<file path="config.mk">
export PLATFORM = sky130hd
export DESIGN_NAME = eifm_bank
export DESIGN_NICKNAME = d
export VERILOG_FILES = /design/src/inc/eifm_pkg.sv /design/src/inc/eifm_vec_if.sv /design/src/design/eifm_bank.sv /design/src/design/eifm_prio.sv
export SDC_FILE = /design/constraint.sdc
export NUM_CORES = 1
export LEC_CHECK = 0
export BUFFER_PORTS_ARGS = -buffer_cell sky130_fd_sc_hd__buf_2
export CAP_MARGIN = 20
export CELL_PAD_IN_SITES_DETAIL_PLACEMENT = 2
export CELL_PAD_IN_SITES_GLOBAL_PLACEMENT = 2
export CORE_ASPECT_RATIO = 1.2
export CORE_MARGIN = 3
export CORE_UTILIZATION = 27
export DETAILED_ROUTE_END_ITERATION = 6
export PLACE_DENSITY_LB_ADDON = 0.1
export SETUP_SLACK_MARGIN = 0.05
export SLEW_MARGIN = 10
export SYNTH_ARGS = -nofsm -noshare
export SYNTH_HDL_FRONTEND = slang
export SYNTH_SLANG_ARGS = --single-unit
export TNS_END_PERCENT = 20
</file>
<file path="constraint.sdc">
create_clock -name clk -period 2.1 [get_ports clk]
set_input_delay 0.21 -clock clk [delete_from_list [all_inputs] [get_ports clk]]
set_output_delay 0.21 -clock clk [all_outputs]
set_load 0.005 [all_outputs]
</file>
<file path="src/inc/eifm_pkg.sv">
/*
  Constants for the event flag and enable bank: register addresses,
  field widths, reset values and vector identifiers.
  Assumes a 16-bit word-addressed CPU data bus.
*/
`default_nettype none
package eifm_pkg;
  localparam logic [15:0] EIFM_ADDR_EN_A  = 16'h742C;
  localparam logic [15:0] EIFM_ADDR_EN_B  = 16'h742D;
  localparam logic [15:0] EIFM_ADDR_FLG_B = 16'h7430;
  localparam logic [15:0] EIFM_ADDR_FLG_C = 16'h7431;
  localparam logic [15:0] EIFM_ADDR_VEC_B = 16'h7433;
  localparam logic [15:0] EIFM_ADDR_VEC_C = 16'h7434;

  localparam int EIFM_EN_A_W  = 11;
  localparam int EIFM_FLG_B_W = 8;
  localparam int EIFM_FLG_C_W = 4;
  localparam int EIFM_VEC_W   = 6;
  localparam int EIFM_DATA_W  = 16;

  localparam logic [10:0] EIFM_EN_A_RST  = 11'h000;
  localparam logic [7:0]  EIFM_EN_B_RST  = 8'h00;
  localparam logic [7:0]  EIFM_FLG_B_RST = 8'h00;
  localparam logic [3:0]  EIFM_FLG_C_RST = 4'h0;
  localparam logic [15:0] EIFM_RDATA_RST = 16'h0000;

  // Identifier of bit 0 of each group; bit n answers base + n
  localparam logic [5:0] EIFM_ID_B_BASE = 6'h27;
  localparam logic [5:0] EIFM_ID_C_BASE = 6'h33;
  localparam logic [5:0] EIFM_ID_NONE   = 6'h00;
endpackage
`default_nettype wire

</file>
<file path="src/inc/eifm_vec_if.sv">
/*
  Carrier between the bank and its priority encoders: pending bits in,
  winning identifier and one-hot winner out.
  Assumes both ends run on the same clock; the path is combinational.
*/
`default_nettype none
interface eifm_vec_if #(parameter int N = 8);
  logic [N-1:0] pend;
  logic [5:0]   id;
  logic [N-1:0] hit;
  modport enc  (input pend, output id, output hit);
  modport user (output pend, input id, input hit);
endinterface
`default_nettype wire

</file>
<file path="src/design/eifm_bank.sv">
/*
  Event flag and enable bank: timer 2/3 and capture flags, group A and
  B enables, group interrupt requests and vector reads with clear.
  Assumes events are one-cycle pulses from logic on clk, and the CPU
  issues at most one read or write strobe per cycle.
*/
`default_nettype none
module eifm_bank
  import eifm_pkg::*;
(
  input  wire logic        clk,
  input  wire logic        rst,
  input  wire logic [15:0] cpu_addr,
  input  wire logic        cpu_wr,
  input  wire logic        cpu_rd,
  input  wire logic [15:0] cpu_wdata,
  output logic      [15:0] cpu_rdata,
  input  wire logic [7:0]  tmr23_events,
  input  wire logic [3:0]  capture_events,
  input  wire logic [10:0] grp_a_flags,
  input  wire logic [3:0]  capture_enable,
  output logic      [10:0] grp_a_enable,
  output logic             grp_a_irq_req,
  output logic             grp_b_irq_req,
  output logic             grp_c_irq_req
);

  logic [10:0] en_a_reg;
  logic [10:0] en_a_next;
  logic [7:0]  en_b_reg;
  logic [7:0]  en_b_next;
  logic [7:0]  flg_b_reg;
  logic [7:0]  flg_b_next;
  logic [3:0]  flg_c_reg;
  logic [3:0]  flg_c_next;
  logic [15:0] rdata_reg;
  logic [15:0] rdata_next;
  logic [7:0]  clr_b;
  logic [3:0]  clr_c;
  logic        rd_ok;
  logic        wr_en_a;
  logic        wr_en_b;
  logic        wr_flg_b;
  logic        wr_flg_c;
  logic        rd_vec_b;
  logic        rd_vec_c;
  logic [15:0] view_en_a;
  logic [15:0] view_en_b;
  logic [15:0] view_flg_b;
  logic [15:0] view_flg_c;
  logic [15:0] view_vec_b;
  logic [15:0] view_vec_c;

  eifm_vec_if #(.N(EIFM_FLG_B_W)) vec_b ();
  eifm_vec_if #(.N(EIFM_FLG_C_W)) vec_c ();

  function automatic logic hit(
    input logic [15:0] a,
    input logic [15:0] reg_addr
  );
    hit = (a == reg_addr);
  endfunction

  // Set after clear, so an event in the clearing cycle is never lost
  function automatic logic [7:0] flag_update(
    input logic [7:0] flags,
    input logic [7:0] clr,
    input logic [7:0] evt
  );
    flag_update = (flags & ~clr) | evt;
  endfunction

  // A write strobe wins over a read strobe in the same cycle
  assign rd_ok    = cpu_rd && !cpu_wr;
  assign wr_en_a  = cpu_wr && hit(cpu_addr, EIFM_ADDR_EN_A);
  assign wr_en_b  = cpu_wr && hit(cpu_addr, EIFM_ADDR_EN_B);
  assign wr_flg_b = cpu_wr && hit(cpu_addr, EIFM_ADDR_FLG_B);
  assign wr_flg_c = cpu_wr && hit(cpu_addr, EIFM_ADDR_FLG_C);
  assign rd_vec_b = rd_ok && hit(cpu_addr, EIFM_ADDR_VEC_B);
  assign rd_vec_c = rd_ok && hit(cpu_addr, EIFM_ADDR_VEC_C);

  // Reserved bits are never stored, so the padded views read them as zero
  assign view_en_a  = {5'h00, en_a_reg};
  assign view_en_b  = {8'h00, en_b_reg};
  assign view_flg_b = {8'h00, flg_b_reg};
  assign view_flg_c = {12'h000, flg_c_reg};
  assign view_vec_b = {10'h000, vec_b.id};
  assign view_vec_c = {10'h000, vec_c.id};

  assign vec_b.pend = flg_b_reg & en_b_reg;
  assign vec_c.pend = flg_c_reg & capture_enable;

  eifm_prio #(.N(EIFM_FLG_B_W), .BASE(EIFM_ID_B_BASE)) u_prio_b (
    .v (vec_b)
  );

  eifm_prio #(.N(EIFM_FLG_C_W), .BASE(EIFM_ID_C_BASE)) u_prio_c (
    .v (vec_c)
  );

  always_comb begin
    en_a_next = en_a_reg;
    if (wr_en_a) begin
      en_a_next = cpu_wdata[10:0];
    end
  end

  always_ff @(posedge clk) begin
    if (rst) begin
      en_a_reg <= EIFM_EN_A_RST;
    end else begin
      en_a_reg <= en_a_next;
    end
  end

  always_comb begin
    en_b_next = en_b_reg;
    if (wr_en_b) begin
      en_b_next = cpu_wdata[7:0];
    end
  end

  always_ff @(posedge clk) begin
    if (rst) begin
      en_b_reg <= EIFM_EN_B_RST;
    end else begin
      en_b_reg <= en_b_next;
    end
  end

  // A vector read clears only the winner that it reports
  always_comb begin
    clr_b = '0;
    if (wr_flg_b) begin
      clr_b = cpu_wdata[7:0];
    end else if (rd_vec_b) begin
      clr_b = vec_b.hit;
    end
    flg_b_next = flag_update(flg_b_reg, clr_b, tmr23_events);
  end

  always_ff @(posedge clk) begin
    if (rst) begin
      flg_b_reg <= EIFM_FLG_B_RST;
    end else begin
      flg_b_reg <= flg_b_next;
    end
  end

  always_comb begin
    clr_c = '0;
    if (wr_flg_c) begin
      clr_c = cpu_wdata[3:0];
    end else if (rd_vec_c) begin
      clr_c = vec_c.hit;
    end
    flg_c_next = 4'(flag_update({4'h0, flg_c_reg}, {4'h0, clr_c}, {4'h0, capture_events}));
  end

  always_ff @(posedge clk) begin
    if (rst) begin
      flg_c_reg <= EIFM_FLG_C_RST;
    end else begin
      flg_c_reg <= flg_c_next;
    end
  end

  // Read data stands one cycle and falls back to zero, so no stale word lingers
  always_comb begin
    rdata_next = EIFM_RDATA_RST;
    if (rd_ok) begin
      unique case (cpu_addr)
        EIFM_ADDR_EN_A: begin
          rdata_next = view_en_a;
        end
        EIFM_ADDR_EN_B: begin
          rdata_next = view_en_b;
        end
        EIFM_ADDR_FLG_B: begin
          rdata_next = view_flg_b;
        end
        EIFM_ADDR_FLG_C: begin
          rdata_next = view_flg_c;
        end
        EIFM_ADDR_VEC_B: begin
          rdata_next = view_vec_b;
        end
        EIFM_ADDR_VEC_C: begin
          rdata_next = view_vec_c;
        end
        default: begin
          rdata_next = EIFM_RDATA_RST;
        end
      endcase
    end
  end

  always_ff @(posedge clk) begin
    if (rst) begin
      rdata_reg <= EIFM_RDATA_RST;
    end else begin
      rdata_reg <= rdata_next;
    end
  end

  assign cpu_rdata     = rdata_reg;
  assign grp_a_enable  = en_a_reg;
  // Group B and C requests follow the registered flags, so they drop the cycle after a clear; group A follows grp_a_flags directly
  assign grp_a_irq_req = |(grp_a_flags & en_a_reg);
  assign grp_b_irq_req = |vec_b.pend;
  assign grp_c_irq_req = |vec_c.pend;

endmodule
`default_nettype wire

</file>
<file path="src/design/eifm_prio.sv">
/*
  Fixed-priority encoder: lowest pending bit wins, identifier is base
  plus bit index, none pending gives zero.
  Assumes pending bits are already flag-and-enable.
*/
`default_nettype none
module eifm_prio
  import eifm_pkg::*;
#(
  parameter int         N    = 8,
  parameter logic [5:0] BASE = 6'h01
) (
  eifm_vec_if.enc v
);
  always_comb begin
    v.id  = EIFM_ID_NONE;
    v.hit = '0;
    // Walk downward so the lowest set bit is the last written
    for (int i = N - 1; i >= 0; i--) begin
      if (v.pend[i]) begin
        v.id  = BASE + 6'(i);
        v.hit = N'(1) << i;
      end
    end
  end
endmodule
`default_nettype wire

</file>
==> metrics <==
fin util=37.5%; Syn Std Cell Area=0.00236 mm2; RR Startpoint=en_b_reg[2]; hold crit path type=input pin to register; kind of critical path=input pin to register; Final nets=426; CP startpoint kind=input pin; LEAKAGE=1.34 nW; DRT iter0 DRCs=91; post-route clock period utilization=85.6%; RR Endpoint=cpu_rdata[0]; CTS tree=yes; post-synthesis sequential area ratio=35.6%; Antenna Cells=0; placed cell areas=0.00302 mm2; Worst Clk Skew=4.94 ps; most frequent cells in the layout=82 x buf_2, 42 x dfxtp_1, 35 x nor2_1, 21 x nand3_1, 21 x mux2i_1; Num CTS Buffers=5; Std-Cell Rows=36; Critical Path End=grp_a_enable[6]; die width=91.4 um; H-tree depth=2; syn_area_per_cell=8.85 um2; post-synthesis cell type count=49; flops & latches, synth=42; largest net degree at the start of global routing=28; Congestion Overflow GR=0; DR vias=2,518; I/O pin cnt=93; Post-synth ARST share=0%; Synth area leader=dfxtp_1; clock tree buffer depth=2; Clock transition at path regs=90 ps; core area=0.00833 mm2; maxcap violations=0; Hold Slack=118 ps; share of the synthesized area in the top cell type=35.6%; RSZ-0062 raised after global routing=no; share of cells above drive strength 1=36.0%; initial core utilization=28.4%; Final ANT Viol Nets=0; dpl hpwl=7.27 mm; VDD IR max=202 uV; PD cells=509 mW/mm2; DRC viols=0; crit-path max FO=6; DR WL/cell=19.5 um; Area growth syn-to-layout=32.1%; Setup crit end kind=register; status=completed; Die ar.=0.00992 mm2; Ys Warns=0; First-pass DRT Iterations=4; antenna violations before repair=0; drt total wl=9.30 mm; top_reg_cell synth=dfxtp_1; fmax=556 MHz; Critical Path Start=cpu_addr[9]; Vias/cell=5.27; CTS Root Cell=clkbuf_8; port bufs=82; setup violators final=0; commonest non-fill, non-tap cell in the layout=buf_2; Finished Cell Area=0.00312 mm2; EDFF count, synth=0; wire length of the first global-routing pass=14.7 mm; vias in the first global route=2,679; die height=108 um; clock sink count=42; Data required, critical path=2270 ps; Slew headroom=61.9%; Worst EP arrival=1970 ps; synthesized netlist cell count=267; Least-Margin Pin Slew=571 ps; hold_buf cts=0; Hold Startpoint=tmr23_events[0]; Fill cells=979; minimum clock period=1800 ps; R2R cell count=5; Max Slew Vio Count=0; gpl congestion=0.770; Worst-Skew Late Latency=300 ps; R2R Setup Slk=520 ps; Fin. Hold Viols=0; top cells by area, synth=dfxtp_1 36%, mux2i_1 8.9%, nor2_1 5.6%; Total GRT Usage=19.0%; post_cts resized=0
kinds of logic (layout without fill, tap and decap cells):
logic type	count (synthesis)	after routing	synth area share, %
AOI/OAI and AO/OA	58	58	17.7
and+or+nand+nor	117	117	29.9
buffers and inverters	23	116	5.40
other	1	5	0.159
DFF	42	42	35.6
muxes	26	26	11.3
cell usage after synthesis (all sizes together), types with 2 or more instances:
| cell type | count |
|---|---|
| dfxtp | 42 |
| nor2 | 35 |
| nand3 | 22 |
| mux2i | 21 |
| nand2 | 20 |
| a21oi | 12 |
| a31oi | 12 |
| buf | 12 |
| nor4 | 10 |
| a22oi | 9 |
| inv | 6 |
| nand4 | 6 |
| clkbuf | 5 |
| mux2 | 5 |
| o21ai | 5 |
| a221oi | 4 |
| a22o | 3 |
| a311oi | 3 |
| and2 | 3 |
| nand2b | 3 |
| nand4bb | 3 |
| a211oi | 2 |
| a222oi | 2 |
| nand3b | 2 |
| nor2b | 2 |
| nor3 | 2 |
| nor3b | 2 |
| o22a | 2 |
| or4b | 2 |
area by class of cell:
| class | count | area (um2) | area share, % |
|---|---|---|---|
| clock buffers | 6 | 82.6 | 2.65 |
| clock inverters | 2 | 12.5 | 0.401 |
| inverters | 6 | 22.5 | 0.721 |
| multi-input cells | 206 | 1410 | 45.2 |
| flip-flops and latches | 42 | 841 | 26.9 |
| well taps | 114 | 143 | 4.57 |
| repair buffers | 102 | 611 | 19.6 |
routing by layer:
metal | global-route usage (%) | routed length [um] | vias up
met3 | 2.85 | 356 | 9
met2 | 34.9 | 4900 | 68
met5 | 0 | 0 | -
li1 | - | - | 1187
met4 | 5.28 | 149 | 0
met1 | 23.0 | 3900 | 1254
how the worst min path moves through the flow:
stage	slack, ps	endpoint	depth (start not counted)
detailed placement	430	flg_c_reg[1]	3
finish	120	flg_b_reg[0]	3
CTS	120	flg_c_reg[1]	3
global route	130	flg_b_reg[3]	3
global placement	420	flg_b_reg[3]	3
floorplan	330	flg_b_reg[1]	2
critical path: stages:
cell and delay [ps]:
buf_2 100, or4b_4 590, buf_12 170, nor4_4 160
nor3b_2 270, buf_4 210, mux2i_1 210, nor2_1 50
report_power, final:
part / leakage [nW] / total, mW / internal, mW / switching, mW
clock network: 0.0472 / 0.564 / 0.265 / 0.300
registers: 0.342 / 0.834 / 0.813 / 0.0216
logic: 0.951 / 0.191 / 0.0818 / 0.109
total: 1.34 / 1.59 / 1.16 / 0.430
through the flow:
step | instances | power (mW) | setup slack (ps) | TNS (ps)
6_report | 478 | 1.59 | 302 | 0
5_1_grt | 478 | 1.67 | 222 | 0
4_1_cts | 477 | 1.62 | 140 | 0
3_3_place_gp | 469 | 1.04 | 56.5 | 0
3_5_place_dp | 469 | 1.04 | -10.0 | -10.0
2_1_floorplan | 271 | 0.937 | 262 | 0
repair_timing:
action,CTS,global route
hold endpoints to repair,0,0
setup buffers,0,1
endpoints found under the setup margin,0,1
(Power assumes the default switching activity.)
